File: src/hdl/fdcr_pkg.sv
package fdcr_pkg;

  // serial bus address and register offsets
  localparam logic [6:0] FDCR_DEV_ADDR = 7'h30;
  localparam logic [7:0] REG_ID        = 8'h00;
  localparam logic [7:0] REG_PIN       = 8'h02;
  localparam logic [7:0] REG_CUR       = 8'h03;
  localparam logic [7:0] REG_MODE      = 8'h04;

  // identification value, arbitrary
  localparam logic [7:0] FDCR_ID_DEFAULT = 8'h5a;

  // reset values
  localparam logic [7:0] PIN_RST  = 8'h0f;
  localparam logic [7:0] CUR_RST  = 8'h73;
  localparam logic [7:0] MODE_RST = 8'ha4;

  // field codes
  localparam logic [1:0] LM_STANDBY = 2'h0;
  localparam logic [1:0] LM_BOOST_OUTPUT    = 2'h1;
  localparam logic [1:0] LM_ASSIST  = 2'h2;
  localparam logic [1:0] LM_FLASH   = 2'h3;
  localparam logic [1:0] AUXA_TORCH = 2'h1;
  localparam logic [3:0] BYTE_BITS  = 4'h8;

  // timing: clock period and one millisecond, in ns
  localparam int unsigned CLK_NS          = 50;
  localparam int unsigned MS_NS           = 1000000;
  localparam int unsigned FDCR_CYC_PER_MS = MS_NS / CLK_NS;

  // pin configuration and flash timer layout
  typedef struct packed {
    logic [1:0] aux_pin_b_function;  // 7:6
    logic [1:0] aux_pin_a_function;  // 5:4
    logic [3:0] flash_duration_code; // 3:0
  } fdcr_pin_cfg_t;

  // led current layout
  typedef struct packed {
    logic [4:0] flash_current_code;  // 7:3
    logic [2:0] torch_current_code;  // 2:0
  } fdcr_cur_cfg_t;

  // output mode layout
  typedef struct packed {
    logic [1:0] inductor_peak_limit;     // 7:6
    logic       trigger_level_select;    // 5
    logic       switch_freq_fallback_en; // 4
    logic       output_en;               // 3
    logic       trigger_source_select;   // 2
    logic [1:0] light_output_mode;       // 1:0
  } fdcr_mode_cfg_t;

  // serial slave states
  typedef enum logic [3:0] {
    I2C_IDLE, I2C_ADDR, I2C_ADDR_ACK, I2C_SUB, I2C_SUB_ACK,
    I2C_WR, I2C_WR_ACK, I2C_RD, I2C_RD_ACK
  } fdcr_i2c_st_t;

  // flash sequencer states
  typedef enum logic {
    FL_IDLE, FL_ON
  } fdcr_fl_st_t;

  // flash duration in ms from its code
  function automatic logic [10:0] fdcr_flash_ms(input logic [3:0] code);
    logic [10:0] ms;
    ms = 11'd1600;
    case (code)
      4'h0: ms = 11'd100;
      4'h1: ms = 11'd200;
      4'h2: ms = 11'd300;
      4'h3: ms = 11'd400;
      4'h4: ms = 11'd500;
      4'h5: ms = 11'd600;
      4'h6: ms = 11'd700;
      4'h7: ms = 11'd800;
      4'h8: ms = 11'd900;
      4'h9: ms = 11'd1100;
      4'hb: ms = 11'd1200;
      4'hd: ms = 11'd1200;
      4'hc: ms = 11'd1300;
      4'he: ms = 11'd1500;
      default: ms = 11'd1600; // 1111 and unlisted 1010
    endcase
    return ms;
  endfunction

endpackage

File: src/hdl/fdcr_sync.sv
`timescale 1ns/1ps
// three stage pin filter; output moves when stages two and three agree
module fdcr_sync #(
  parameter logic RST_VAL = 1'b0  // level held in reset
) (
  input  wire logic mclk,   // system clock
  input  wire logic rst_n,  // sync reset, active low
  input  wire logic ce,     // clock enable
  input  wire logic pin,    // asynchronous input
  output logic      q       // filtered level
);
  logic s1_q;  // metastable stage, read by s2 only
  logic s2_q;  // second stage
  logic s3_q;  // third stage

  // shift chain and agreement filter
  always_ff @(posedge mclk) begin
    if (!rst_n) begin
      s1_q <= RST_VAL;
      s2_q <= RST_VAL;
      s3_q <= RST_VAL;
      q    <= RST_VAL;
    end else if (ce) begin
      s1_q <= pin;
      s2_q <= s1_q;
      s3_q <= s2_q;
      if (s2_q == s3_q) begin
        q <= s3_q;
      end
    end
  end
endmodule // fdcr_sync

File: src/hdl/fdcr_top.sv
`timescale 1ns/1ps
// flash driver register bank behind a two wire serial slave
module fdcr_top import fdcr_pkg::*; #(
  parameter logic [7:0]  ID_CODE    = FDCR_ID_DEFAULT, // arbitrary value
  parameter int unsigned CYC_PER_MS = FDCR_CYC_PER_MS  // cycles per ms
) (
  input  wire logic      mclk,            // 20 MHz clock
  input  wire logic      rst_n,           // sync reset, power on
  input  wire logic      ce,              // clock enable
  input  wire logic      scl,             // serial clock pin
  input  wire logic      sda_in,          // serial data pin level
  output logic           sda_out,         // serial data drive value
  output logic           sda_oe,          // serial data drive enable
  input  wire logic      en_pin,          // device enable pin
  input  wire logic      strobe_pin,      // flash trigger pin
  input  wire logic      aux_pin_a,       // aux pin a level
  input  wire logic      crit_fault,      // critical fault, same clock
  input  wire logic      fault_clear,     // fault clear pulse
  output fdcr_pin_cfg_t  pin_cfg_q,       // pin config and timer
  output fdcr_cur_cfg_t  cur_cfg_q,       // led current codes
  output fdcr_mode_cfg_t mode_cfg_q,      // output mode control
  output logic           flash_on_q,      // flash current source on
  output logic           assist_on_q,     // torch or assist current on
  output logic           boost5v_on_q,    // fixed 5 v regulation on
  output logic           timeout_fault_q  // flash timeout fault
);

  localparam int PW = $clog2(CYC_PER_MS + 1);  // prescaler width

  // filtered pins
  logic scl_s;     // filtered clock
  logic sda_s;     // filtered data
  logic en_s;      // filtered enable
  logic strobe_s;  // filtered trigger
  logic torch_s;   // filtered aux pin a

  // one cycle old copies for edge detection
  logic scl_d_q;
  logic sda_d_q;
  logic en_d_q;
  logic strobe_d_q;

  // edge and bus condition terms
  logic scl_rise;
  logic scl_fall;
  logic bus_start;
  logic bus_stop;
  logic en_rise;
  logic strobe_rise;

  // serial slave state
  fdcr_i2c_st_t st_q;      // protocol state
  logic [3:0]   bit_cnt_q; // bits of current byte
  logic [7:0]   shift_q;   // byte shifter
  logic [7:0]   ptr_q;     // register pointer
  logic         rnw_q;     // read transfer
  logic         nack_q;    // master refused next byte
  logic [7:0]   rd_data;   // register read mux
  logic         wr_stb;    // data byte complete

  // flash sequencer state
  fdcr_fl_st_t  fl_q;      // sequencer state
  logic [PW-1:0] pre_q;    // ms prescaler
  logic [10:0]  ms_q;      // elapsed ms
  logic [10:0]  dur_ms;    // programmed duration
  logic         ms_tick;   // one ms passed
  logic         fire_ok;   // flash allowed
  logic         fl_start;  // begin a flash
  logic         fl_end;    // duration reached
  logic         fl_tout;   // level trigger overran
  logic         sw_done;   // software flash finished
  logic         lvl_hw;    // hardware level trigger mode

  // pin filters
  fdcr_sync #(.RST_VAL(1'b1)) u_scl (
    .mclk  (mclk),
    .rst_n (rst_n),
    .ce    (ce),
    .pin   (scl),
    .q     (scl_s)
  );
  fdcr_sync #(.RST_VAL(1'b1)) u_sda (
    .mclk  (mclk),
    .rst_n (rst_n),
    .ce    (ce),
    .pin   (sda_in),
    .q     (sda_s)
  );
  fdcr_sync #(.RST_VAL(1'b0)) u_en (
    .mclk  (mclk),
    .rst_n (rst_n),
    .ce    (ce),
    .pin   (en_pin),
    .q     (en_s)
  );
  fdcr_sync #(.RST_VAL(1'b0)) u_strobe (
    .mclk  (mclk),
    .rst_n (rst_n),
    .ce    (ce),
    .pin   (strobe_pin),
    .q     (strobe_s)
  );
  fdcr_sync #(.RST_VAL(1'b0)) u_torch (
    .mclk  (mclk),
    .rst_n (rst_n),
    .ce    (ce),
    .pin   (aux_pin_a),
    .q     (torch_s)
  );

  // previous filtered levels
  always_ff @(posedge mclk) begin
    if (!rst_n) begin
      scl_d_q    <= 1'b1;
      sda_d_q    <= 1'b1;
      en_d_q     <= 1'b0;
      strobe_d_q <= 1'b0;
    end else if (ce) begin
      scl_d_q    <= scl_s;
      sda_d_q    <= sda_s;
      en_d_q     <= en_s;
      strobe_d_q <= strobe_s;
    end
  end

  // edges; start and stop are data moves while clock high
  assign scl_rise    = scl_s & ~scl_d_q;
  assign scl_fall    = ~scl_s & scl_d_q;
  assign bus_start   = scl_s & scl_d_q & sda_d_q & ~sda_s;
  assign bus_stop    = scl_s & scl_d_q & ~sda_d_q & sda_s;
  assign en_rise     = en_s & ~en_d_q;
  assign strobe_rise = strobe_s & ~strobe_d_q;

  // data byte lands on the falling clock after its eighth bit
  assign wr_stb = scl_fall & ~bus_start & ~bus_stop &
                  (st_q == I2C_WR) & (bit_cnt_q == BYTE_BITS);

  // read mux; unmapped offsets read zero
  always_comb begin
    case (ptr_q)
      REG_ID:   rd_data = ID_CODE;
      REG_PIN:  rd_data = pin_cfg_q;
      REG_CUR:  rd_data = cur_cfg_q;
      REG_MODE: rd_data = mode_cfg_q;
      default:  rd_data = 8'h00;
    endcase
  end

  // serial slave protocol engine
  always_ff @(posedge mclk) begin
    if (!rst_n) begin
      st_q      <= I2C_IDLE;
      bit_cnt_q <= 4'h0;
      shift_q   <= 8'h00;
      rnw_q     <= 1'b0;
      nack_q    <= 1'b0;
      sda_oe    <= 1'b0;
    end else if (ce) begin
      if (bus_start) begin
        // start or repeated start: expect address
        st_q      <= I2C_ADDR;
        bit_cnt_q <= 4'h0;
        sda_oe    <= 1'b0;
      end else if (bus_stop) begin
        st_q   <= I2C_IDLE;
        sda_oe <= 1'b0;
      end else if (scl_rise) begin
        // msb first, sampled on rising clock
        unique case (st_q)
          I2C_ADDR, I2C_SUB, I2C_WR: begin
            shift_q   <= {shift_q[6:0], sda_s};
            bit_cnt_q <= bit_cnt_q + 4'h1;
          end
          I2C_RD_ACK: begin
            nack_q <= sda_s;
          end
          default: begin
          end
        endcase
      end else if (scl_fall) begin
        // drive and advance on falling clock
        unique case (st_q)
          I2C_ADDR: begin
            if (bit_cnt_q == BYTE_BITS) begin
              if (shift_q[7:1] == FDCR_DEV_ADDR) begin
                st_q   <= I2C_ADDR_ACK;
                rnw_q  <= shift_q[0];
                sda_oe <= 1'b1;
              end else begin
                st_q <= I2C_IDLE;
              end
            end
          end
          I2C_ADDR_ACK: begin
            if (rnw_q) begin
              // first read byte, msb out now
              st_q      <= I2C_RD;
              shift_q   <= rd_data;
              sda_oe    <= ~rd_data[7];
              bit_cnt_q <= 4'h1;
            end else begin
              st_q      <= I2C_SUB;
              sda_oe    <= 1'b0;
              bit_cnt_q <= 4'h0;
            end
          end
          I2C_SUB: begin
            if (bit_cnt_q == BYTE_BITS) begin
              st_q   <= I2C_SUB_ACK;
              sda_oe <= 1'b1;
            end
          end
          I2C_WR: begin
            if (bit_cnt_q == BYTE_BITS) begin
              st_q   <= I2C_WR_ACK;
              sda_oe <= 1'b1;
            end
          end
          I2C_SUB_ACK, I2C_WR_ACK: begin
            st_q      <= I2C_WR;
            sda_oe    <= 1'b0;
            bit_cnt_q <= 4'h0;
          end
          I2C_RD: begin
            if (bit_cnt_q == BYTE_BITS) begin
              // release for master acknowledge
              st_q   <= I2C_RD_ACK;
              sda_oe <= 1'b0;
            end else begin
              shift_q   <= {shift_q[6:0], 1'b0};
              sda_oe    <= ~shift_q[6];
              bit_cnt_q <= bit_cnt_q + 4'h1;
            end
          end
          I2C_RD_ACK: begin
            if (nack_q) begin
              st_q <= I2C_IDLE;
            end else begin
              // next register, pointer already advanced
              st_q      <= I2C_RD;
              shift_q   <= rd_data;
              sda_oe    <= ~rd_data[7];
              bit_cnt_q <= 4'h1;
            end
          end
          default: begin
          end
        endcase
      end
    end
  end

  // open drain: only ever pulls low
  always_ff @(posedge mclk) begin
    sda_out <= 1'b0;
  end

  // register pointer: loaded by subaddress, steps after each data byte
  always_ff @(posedge mclk) begin
    if (!rst_n) begin
      ptr_q <= 8'h00;
    end else if (ce && scl_fall && !bus_start && !bus_stop) begin
      if (st_q == I2C_SUB && bit_cnt_q == BYTE_BITS) begin
        ptr_q <= shift_q;
      end else if (wr_stb) begin
        ptr_q <= ptr_q + 8'h01;
      end else if (st_q == I2C_RD && bit_cnt_q == BYTE_BITS) begin
        ptr_q <= ptr_q + 8'h01;
      end
    end
  end

  // register bank
  always_ff @(posedge mclk) begin
    if (!rst_n) begin
      pin_cfg_q  <= PIN_RST;
      cur_cfg_q  <= CUR_RST;
      mode_cfg_q <= MODE_RST;
    end else if (ce) begin
      if (en_rise) begin
        pin_cfg_q  <= PIN_RST;
        cur_cfg_q  <= CUR_RST;
        mode_cfg_q <= MODE_RST;
      end else begin
        if (wr_stb) begin
          case (ptr_q)
            REG_PIN:  pin_cfg_q  <= shift_q;
            REG_CUR:  cur_cfg_q  <= shift_q;
            REG_MODE: mode_cfg_q <= shift_q;
            default: begin
            end
          endcase
        end
        if (crit_fault || fl_tout || sw_done) begin
          mode_cfg_q.output_en <= 1'b0;
        end
      end
    end
  end

  assign dur_ms = fdcr_flash_ms(pin_cfg_q.flash_duration_code);

  // output on, flash mode, no fault
  assign fire_ok = en_s & mode_cfg_q.output_en & ~timeout_fault_q &
                   (mode_cfg_q.light_output_mode == LM_FLASH);
  assign lvl_hw  = mode_cfg_q.trigger_source_select &
                   mode_cfg_q.trigger_level_select;

  always_comb begin
    if (!mode_cfg_q.trigger_source_select) begin
      fl_start = fire_ok;
    end else if (mode_cfg_q.trigger_level_select) begin
      fl_start = fire_ok & strobe_s;
    end else begin
      fl_start = fire_ok & strobe_rise;
    end
  end

  assign ms_tick = (fl_q == FL_ON) && (pre_q == PW'(CYC_PER_MS - 1));
  assign fl_end  = ms_tick && (ms_q == dur_ms - 11'd1);
  assign fl_tout = fl_end & lvl_hw & strobe_s;
  assign sw_done = fl_end & ~mode_cfg_q.trigger_source_select;

  // flash sequencer and ms timer
  always_ff @(posedge mclk) begin
    if (!rst_n) begin
      fl_q       <= FL_IDLE;
      pre_q      <= '0;
      ms_q       <= 11'd0;
      flash_on_q <= 1'b0;
    end else if (ce) begin
      unique case (fl_q)
        FL_IDLE: begin
          pre_q <= '0;
          ms_q  <= 11'd0;
          if (fl_start) begin
            fl_q       <= FL_ON;
            flash_on_q <= 1'b1;
          end
        end
        FL_ON: begin
          if (!fire_ok || fl_end || (lvl_hw && !strobe_s)) begin
            // enable lost, duration over or trigger released
            fl_q       <= FL_IDLE;
            flash_on_q <= 1'b0;
          end else if (ms_tick) begin
            pre_q <= '0;
            ms_q  <= ms_q + 11'd1;
          end else begin
            pre_q <= pre_q + PW'(1);
          end
        end
      endcase
    end
  end

  // timeout fault: a set in the clear cycle wins
  always_ff @(posedge mclk) begin
    if (!rst_n) begin
      timeout_fault_q <= 1'b0;
    end else if (ce) begin
      if (fl_tout) begin
        timeout_fault_q <= 1'b1;
      end else if (fault_clear) begin
        timeout_fault_q <= 1'b0;
      end
    end
  end

  // steady drive modes
  always_ff @(posedge mclk) begin
    if (!rst_n) begin
      assist_on_q  <= 1'b0;
      boost5v_on_q <= 1'b0;
    end else if (ce) begin
      // assist mode, or torch pin in standby mode when aux a is torch
      assist_on_q <= en_s & mode_cfg_q.output_en &
                     ((mode_cfg_q.light_output_mode == LM_ASSIST) |
                      ((pin_cfg_q.aux_pin_a_function == AUXA_TORCH) &
                       torch_s &
                       (mode_cfg_q.light_output_mode == LM_STANDBY)));
      boost5v_on_q <= en_s & mode_cfg_q.output_en &
                      (mode_cfg_q.light_output_mode == LM_BOOST_OUTPUT);
    end
  end

endmodule // fdcr_top

File: config.mk
export PLATFORM = sky130hd
export DESIGN_NAME = fdcr_top
export DESIGN_NICKNAME = d
export VERILOG_FILES = /design/src/hdl/fdcr_pkg.sv /design/src/hdl/fdcr_sync.sv /design/src/hdl/fdcr_top.sv
export SDC_FILE = /design/constraint.sdc
export NUM_CORES = 1
export LEC_CHECK = 0
export ABC_AREA = 0
export BUFFER_PORTS_ARGS = -buffer_cell sky130_fd_sc_hd__buf_2
export CAP_MARGIN = 25
export CORE_ASPECT_RATIO = 1.25
export CORE_MARGIN = 5
export CORE_UTILIZATION = 55
export CTS_CLUSTER_SIZE = 10
export DETAILED_ROUTE_END_ITERATION = 16
export PLACE_DENSITY_LB_ADDON = 0.1
export SETUP_SLACK_MARGIN = 0.02
export SLEW_MARGIN = 20
export SYNTH_ARGS = -nofsm -noshare
export SYNTH_HDL_FRONTEND = slang
export SYNTH_HIERARCHICAL = 1
export SYNTH_SLANG_ARGS = --single-unit
File: constraint.sdc
create_clock -name mclk -period 3.5 [get_ports mclk]
set_input_delay 0 -clock mclk [delete_from_list [all_inputs] [get_ports mclk]]
set_output_delay 0 -clock mclk [all_outputs]
set_load 0.02 [all_outputs]
After elaboration in Yosys (flattened, before gate mapping)
Memories as Yosys holds them, arrays and structs flattened. A register that Yosys moved wholly into a read port is not among the register bits.
Index checks and enable logic that the tools add are counted.
{ "totals": {"reg_bits": 106, "romBits": 144, "out_inout_bits": 30, "word_cells": 267, "mem_count": 1} }
{ "memory_table": {"columns": ["memory", "words", "width", "rd", "rd_ports_with_merged_regs", "write_ports", "line", "text"], "rows": [
  ["(name not given)", 16, 9, 1, 1, 0, "fdcr_pkg.sv:69", "case (code)"]
]} }
{ "op_classes": {"add_sub_neg": 5, "eq_ne": 44, "muxes": 71, "bitwise": 41, "reduce_logical": 56} }
{ "ops": {"columns": ["op", "count"], "rows": [
  ["$mux W8", 18],
  ["$mux W4", 17],
  ["$pmux W8 S4", 1],
  ["$mux W15", 2],
  ["$pmux W15 S2", 1],
  ["$pmux W4 S7", 1],
  ["$and A1 B1 Y1", 26],
  ["$ne A4 B4 Y1 const B", 6],
  ["$pmux W8 S3", 1],
  ["$reduce_and A8 Y1", 3],
  ["$mux W11", 2],
  ["$pmux W11 S2", 1],
  ["$mux W1", 20],
  ["$reduce_and A3 Y1", 6],
  ["$eq A4 B3 Y1 const B", 4],
  ["$eq A8 B2 Y1 const B", 2],
  ["$pmux W4 S4", 1],
  ["$reduce_and A2 Y1", 8],
  ["$add A15 B1 Y15 const B", 1],
  ["$eq A15 B15 Y1 const B", 1],
  ["$reduce_bool A3 Y1", 5],
  ["$not A1 Y1", 14],
  ["$reduce_bool A2 Y1", 6],
  ["$add A11 B1 Y11 const B", 1],
  ["other kinds (37)", 69]
]} }

Longest topological paths before layout
Gate-level depths: netlist (run 1).
{ "depth": {"word_depth": 12, "mapped_depth": 14, "depth_no_buf": 13} }

Cells and area by module
Netlist (run 1), hierarchy kept.
{ "modules_own_cells": {"columns": ["module", "instances", "cells_per_inst", "area_each_um2"], "rows": [
  ["fdcr_top", 1, 722, 5630.4],
  ["fdcr_sync (u_en ...)", 3, 14, 158.9],
  ["fdcr_sync (u_scl ...)", 2, 14, 142.6]
]} }

Least setup slack after synthesis (run 1)
Ideal clock, no wire load.
{ "synth_timing": {"path_type": "flip-flop to flip-flop", "start": "register bit_cnt_q[0]", "end": "register, netlist name dur_ms[7]", "setup_ps": 117, "arrival_time_ps": 2773, "t_required_ps": 3383, "path_slack_ps": 610, "stages_incl_launch_ff": 15, "path_buffers": 1, "cell_sequence": "dfxtp_1 > inv_1 > ha_1 > and3b_1 > clkbuf_1 > nand2_1 > nor4b_2 > nand3_1 > o22ai_1 > nand2_1 > inv_1 > ha_1 > mux2i_1 > o22ai_1 > a22o_1"} }
{ "synth_via": {"elab_chain_len": 6} }
{ "synth_lines": {"columns": ["element", "line", "text"], "rows": [
  ["start, declared", "fdcr_top.sv:53", "logic [3:0] bit_cnt_q;"],
  ["start signal, assigned", "fdcr_top.sv:172", "bit_cnt_q <= bit_cnt_q + 4'h1;"],
  ["start signal, assigned", "fdcr_top.sv:232", "bit_cnt_q <= bit_cnt_q + 4'h1;"],
  ["$eq A4 B4 Y1", "fdcr_top.sv:136", "(st_q == I2C_WR) & (bit_cnt_q == BYTE_BITS);"],
  ["$and A1 B1 Y1", "fdcr_top.sv:136", null],
  ["$reduce_bool A2 Y1 (no line)", null, null],
  ["$reduce_and A3 Y1 (no line)", null, null],
  ["$mux W4 (no line) (2 in a row)", null, null]
]} }
Every way passes these cells.
A chain may end at the register's enable or synchronous reset.

Final worst setup path (run 1)
{ "layout_timing": {"start": "register ptr_q[3]", "end": "register, netlist name dur_ms[7]"} }
{ "layout_via": {"elab_chain_len": 5} }
{ "layout_lines": {"columns": ["element", "line", "text"], "rows": [
  ["start, declared", "fdcr_top.sv:55", "logic [7:0] ptr_q;"],
  ["start signal, assigned", "fdcr_top.sv:264", "ptr_q <= shift_q;"],
  ["start signal, assigned", "fdcr_top.sv:266", "ptr_q <= ptr_q + 8'h01;"],
  ["start signal, assigned", "fdcr_top.sv:268", "ptr_q <= ptr_q + 8'h01;"],
  ["$eq A8 B2 Y1", "fdcr_top.sv:286", "case (ptr_q)"],
  ["$reduce_bool A2 Y1 (no line)", null, null],
  ["$reduce_and A3 Y1 (no line)", null, null],
  ["$mux W4 (no line) (2 in a row)", null, null]
]} }
Every way passes these cells.

==> summary.txt, run 1 <==
Placed design
  – Post-DP Area: around 6700 um2
  – Port bufs: 38
  – Gpl congestion: between 0.8 and 0.9
  – Place WS: around 0.3 ns
  – Post-DP HPWL: between 10 and 15 mm

Global route
  – Number of global-route vias before repair: ~5,700
  – Largest net degree at the start of global routing: 50
  – Initial antenna violation count: 0
  – GRT Util Overall: around a quarter
  – GRT overflow: 0
  – First-pass GRT wire length: about 27 mm

STA
  – Fmax: roughly 310 MHz
  – Final setup viols: 0
  – Crit path time final: about 3.2 ns
  – Fin. Hold Viols: 0
  – Slew @ Worst Pin: between 0.7 and 0.8 ns
  – Period utilization: between 90% and 100%
  – Slew Limit Fails: 0
  – Worst setup margin: 0.275 ns
  – RSZ-0062 raised after global routing: false
  – Setup TNS: 0 ns
  – Clk_skew: approximately 0.012 ns
  – Max-slew headroom: about half

Floorplan
  – Die area: 13,900 um2
  – Initial Util: 55.6%
  – Die height: approximately 130 um
  – Die Width: between 100 and 150 um
  – Core Area: approximately 12,000 um2
  – Site row count: 44
  – I/O pin count: 40

Logic synthesis
  – Async S/R FF share, synth: 0%
  – Synthesized area: 6390 um2
  – Share of the synthesized area in the top cell type: between 30% and 40%
  – Post-synth top flop: dfxtp_1
  – Synth top area cells: dfxtp_1, mux2i_1, nand2_1
  – Cell variety after synth: 70
  – Most common cell in the netlist: dfxtp_1
  – Syn. warnings: 6
  – Top cells by count, synth: dfxtp_1, nand2_1, o21ai_0
  – Sequential fraction of the synthesis area: between 30% and 40%
  – Mean Syn Cell Area: roughly 8.1 um2
  – Mapped Cells: a little under 800
  – Number of flops mapped to enable cells by yosys: 0
  – Net Count, Synth: around 800
  – Synth Register Bits: 115
  – Cell taking the most area after synthesis: dfxtp_1

Clock tree
  – CTS buffer count: 17
  – CTS tree: yes
  – Clk_lat worst skew: around 0.41 ns
  – CTS max path bufs: 2
  – Post-CTS setup buffer count: 0
  – Reg clk slew, reported paths: about 0.05 ns
  – H-tree depth: 4
  – Clock Sinks: 115
  – CTS root buf: clkbuf_16

Finish
  – Share of layout cells above drive strength 1: roughly 10%
  – Ant diodes: 0
  – Area delta synth->final: 15.6%
  – Fin area: ~7400 um2
  – Final nets: between 800 and 900

Detailed routing
  – DR DRC count: 0
  – Total Wirelength: 16.8 mm
  – Initial DRC Count: ~410
  – Via-to-Cell Ratio: about 6
  – Via Count: between 5,000 and 6,000
  – Wire per inst: between 15 and 20 um
  – DRT Pass-1 Iters: 5
  – Detail Route Antenna Nets: 0

Hold path
  – Hold WC Path Type: input port to flop

Run
  – Maxcap violations: 0

Worst setup path
  – R2R Path Start: ptr_q[3]
  – Kind of start point of the critical path: flop
  – WS Path Type: flop to flop
  – WP data required: between 3 and 4 ns
  – Worst-path fanout max: 7
  – Reg2reg path depth: 10
  – Crit path DAT: ~3.5 ns
  – Crit path from: ptr_q[3]
  – R2r setup slk: between 0.2 and 0.3 ns
  – RR Endpoint: dur_ms[7]
  – Setup crit end kind: flop
  – Worst setup endpoint: dur_ms[7]

Power
  – Pleak: roughly 2.8 nW
  – Power density cells: approximately 430 nW/um2
  – Peak supply drop: roughly 0.25 mV

Outcome
  – Outcome: finished, final reports clean
-- kinds of logic (layout without fill, tap and decap cells) --
group	after synthesis	count (layout)	synth area share [%]
AO/OA/AOI/OAI	207	207	20.7
XOR/XNOR	17	17	2.33
adder cells (fa/ha/maj)	17	17	3.33
buffers and inverters	71	124	4.54
flip-flops	115	115	36.0
multiplexers	36	36	5.64
other	1	1	0.0587
AND/OR/NAND/NOR	328	328	27.4
-- report_power, final --
group / switching, mW / total (mW) / internal (mW) / leakage [nW]
clock: 0.564 / 1.74 / 1.18 / 0.297
combinational: 0.0584 / 0.0964 / 0.0379 / 1.62
sequential: 0.00525 / 1.32 / 1.32 / 0.929
-- what timing repair did --
item,CTS,global route
hold buffers,8,0
resized for setup,0,1
endpoints found under the setup margin,0,2
hold endpoints to repair,12,0
-- stage by stage --
| stage | total power, mW | utilization [%] | std cells | hold WS [ns] |
|---|---|---|---|---|
| floorplan | 1.41 | - | 792 | 0.0619 |
| global placement | 1.44 | 58.2 | 943 | 0.217 |
| detailed placement | 1.44 | 58.2 | 943 | 0.221 |
| CTS | 3.19 | 64.1 | 982 | 0.0825 |
| global route | 3.24 | 64.2 | 983 | 0.148 |
| finish | 3.16 | 64.2 | 983 | 0.111 |
-- flip-flops by register name (all words and copies together), names as in the netlist, 4 cells and up --
register and flops:
pre_q 15, ms_q 11, dur_ms 9, cur_cfg_q 8, mode_cfg_q 8, pin_cfg_q 8, ptr_q 8, shift_q 8
bit_cnt_q 4, st_q 4
-- per-layer routing --
| layer | routed length (um) | part of all wire (%) | global-route usage, % |
|---|---|---|---|
| met1 | 6780 | 40 | 26.4 |
| met2 | 8950 | 53 | 46.4 |
| met3 | 668 | 4.0 | 3.44 |
| met4 | 380 | 2.3 | 10.5 |
| met5 | 0 | 0 | 0 |
-- cells in the final DEF, fill, tap and decap left out, types with 5 or more instances in the layout --
| cell type | Yosys | final |
|---|---|---|
| a21boi_0 | 8 | 8 |
| a21o_1 | 7 | 7 |
| a21oi_1 | 49 | 49 |
| a221oi_1 | 5 | 5 |
| a22oi_1 | 5 | 5 |
| a31oi_1 | 8 | 8 |
| and2_1 | 22 | 22 |
| and3_1 | 9 | 9 |
| buf_2 | 4 | 38 |
| buf_4 | 3 | 16 |
| clkbuf_16 | 0 | 17 |
| clkbuf_8 | 0 | 7 |
| dfxtp_1 | 115 | 115 |
| dlygate4sd3_1 | 0 | 8 |
| ha_1 | 17 | 17 |
| inv_1 | 30 | 30 |
| mux2i_1 | 36 | 36 |
| nand2_1 | 86 | 86 |
| nand2b_1 | 14 | 14 |
| nand3_1 | 28 | 28 |
| nand4_1 | 7 | 7 |
| nor2_1 | 46 | 46 |
| nor2b_1 | 40 | 40 |
| nor3_1 | 19 | 19 |
| nor3b_1 | 6 | 6 |
| nor4_1 | 7 | 7 |
| o211ai_1 | 6 | 6 |
| o21a_1 | 5 | 5 |
| o21ai_0 | 56 | 56 |
| o21ai_1 | 5 | 5 |
| o22ai_1 | 12 | 12 |
| o31ai_1 | 6 | 6 |
| or3_1 | 13 | 13 |
| or4_1 | 7 | 7 |
| xnor2_1 | 10 | 10 |
| xor2_1 | 7 | 7 |
-- worst min-delay path by stage --
stage          start          to  slack (ns)  cells after the start
5_1_grt           ce  strobe_d_q        0.15                      3
4_1_cts           ce  strobe_d_q        0.08                      3
2_1_floorplan  rst_n  u_scl/s1_q        0.06                      1
3_5_place_dp     scl  u_scl/s1_q        0.22                      3
3_3_place_gp     scl  u_scl/s1_q        0.22                      3
6_report          ce  strobe_d_q        0.11                      3
-- worst max-delay path: stages, from the launching register on --
cell      delay (ns)
dfxtp_1         0.33
nor4_1          0.35
nor4bb_1        0.42
nor4b_4         0.38
nand3_1         0.22
o22a_1          0.33
nand2b_1        0.25
ha_1            0.38
mux2i_1         0.16
o22ai_1         0.10
a22o_1          0.18
-- final cells by class --
cell class / instances / area [um2]
Clock inverter: 3 / 65.1
Fill cell: 995 / 4110
Inverter: 31 / 116
Tap cell: 138 / 173
Multi-Input combinational cell: 606 / 3810
Timing Repair Buffer: 62 / 390
Sequential cell: 115 / 2300
Clock buffer: 28 / 537
(Power assumes the default switching activity.)
==> run 2: changes to the inputs <==
clock period = 4.15 ns   (was 3.5 ns; I/O delays follow)
==> summary.txt, run 2 (synthesized netlist as in run 1, its figures left out) <==
Finish
  – Filler cells: just over 1,000
  – Final nets: 850
  – Share of layout cells above drive strength 1: just under 10%
  – Area delta synth->final: 14.1%
  – Most flops, register: pre_q
  – Max reg flops: 15
  – Commonest cells after routing, fill and taps aside: dfxtp_1, nand2_1, o21ai_0
  – Non-filler cells, final: ~970
  – Most common cell after layout, fill and taps aside: dfxtp_1
  – Ant diodes: 0

Floorplan
  – Initial Util: between 50% and 60%
  – Die area: around 14,000 um2
  – Site row count: 44
  – Die height: ~130 um
  – Die Width: between 100 and 150 um
  – Core Area: 11,500 um2
  – I/O pin count: 40

Detailed routing
  – Detail Route Antenna Nets: 0
  – Via Count: slightly below 6,000
  – Initial DRC Count: 440
  – DRT Pass-1 Iters: 5
  – Via-to-Cell Ratio: slightly above 6
  – Wire per inst: approximately 17 um
  – DR DRC count: 0
  – Total Wirelength: approximately 17 mm

Clock tree
  – CTS buffer count: 17
  – Post-CTS setup buffer count: 0
  – Clk_lat worst skew: approximately 0.42 ns
  – H-tree depth: 4
  – CTS tree: yes
  – Reg clk slew, reported paths: around 0.050 ns
  – Clock Sinks: 115
  – CTS root buf: clkbuf_16
  – CTS max path bufs: 2

Placed design
  – Gpl congestion: 0.909
  – # placed instances: 934
  – Post-DP HPWL: around 12 mm
  – Port bufs: 38

Outcome
  – Outcome: finished, final reports clean

Global route
  – GRT overflow: 0
  – GRT Util Overall: about 25%
  – Number of global-route vias before repair: approximately 5,600
  – Initial antenna violation count: 0
  – First-pass GRT wire length: roughly 28 mm
  – Largest net degree at the start of global routing: 58

Worst setup path
  – CP Buf/Inv Count: 1
  – Kind of start point of the critical path: flop
  – Crit path DAT: around 3.8 ns
  – WS Path Type: flop to flop
  – CP peak stage delay: slightly below 0.6 ns
  – Critical path's slowest cell: dfxtp_1
  – WP data required: between 4 and 5 ns
  – Critical path cell sequence: nor2b_1 -> nand2_1 -> nor4b_2 -> nand3_1 -> o22ai_1 -> nand2_1 -> inv_1 -> ha_1 -> mux2i_1 -> o22ai_1 -> a22o_1
  – Crit path max-delay family: simple AND/OR/NAND/NOR gates
  – Worst-path fanout max: 15
  – Setup crit end kind: flop

Power
  – Power density cells: approximately 360 nW/um2
  – Peak supply drop: approximately 0.19 mV
  – Pleak: between 2 and 3 nW

STA
  – Slew Limit Fails: 0
  – Crit path time final: 3.46 ns
  – Clk_skew: ~0.0098 ns
  – Final setup viols: 0
  – Fmax: between 200 and 300 MHz
  – Slew @ Worst Pin: 0.942 ns
  – Period utilization: between 80% and 90%
  – Setup TNS: 0 ns
  – Fin. Hold Viols: 0
  – RSZ-0062 raised after global routing: false
  – Max-slew headroom: 37.2%

Run
  – Maxcap violations: 0

Hold path
  – Hold WC Path Type: input port to flop
==> run 2: repair_timing <==
action / 4_1_cts / 5_1_grt
hold buffers: 7 / 0
resized for setup: 0 / 0
hold endpoints to repair: 7 / 0
==> run 2: tightest hold or removal path, cell delays in order <==
cell and delay (ns):
buf_2 0.15, clkinv_1 0.20, a21oi_1 0.10, nor2b_1 0.09
==> run 2: power breakdown <==
group / leakage (nW) / internal, mW / switching (mW) / total [mW]
Combinational: 1.57 / 0.0298 / 0.0485 / 0.0783
Clock: 0.277 / 0.910 / 0.527 / 1.44
Sequential: 0.929 / 1.11 / 0.00439 / 1.12
Total: 2.77 / 2.05 / 0.580 / 2.63
==> run 2: per-stage QoR <==
stage / setup slack, ns / total power, mW / util, % / instance area (um2) / hold slack (ns)
final: 0.690 / 2.63 / 63.4 / 7290 / 0.164
after global routing: 0.413 / 2.71 / 63.4 / 7290 / 0.204
after CTS: 0.714 / 2.65 / 63.3 / 7280 / 0.161
after detailed placement: 0.729 / 1.21 / 57.6 / 6630 / 0.221
after global placement: 0.888 / 1.21 / 57.6 / 6630 / 0.216
after floorplan: 1.26 / 1.19 / - / 6390 / 0.0619
==> run 2: worst paths after layout <==
kind | startpoint | end | slack (ns) | depth (start not counted)
worst min-delay path | ce | assist_on_q | 0.16 | 4
worst max-delay path | st_q[0] | dur_ms[7] | 0.69 | 11
worst max register to register | st_q[0] | dur_ms[7] | 0.69 | 11
worst min register to register | sda_oe | sda_oe | 0.46 | 2
==> run 2: final cells by class <==
class | instances | area [um2] | area share (%)
Clock inverter | 13 | 135 | 1.85
Tap cell | 138 | 173 | 2.37
Multi-Input combinational cell | 606 | 3800 | 52.1
Clock buffer | 19 | 453 | 6.21
Inverter | 31 | 116 | 1.60
Sequential cell | 115 | 2300 | 31.6
Timing Repair Buffer | 52 | 313 | 4.29
==> run 2: metal layers <==
metal,wire [um],track usage [%]
met2,8740,46.0
met1,6560,27.5
met5,0,0
met4,554,12.4
met3,802,4.52
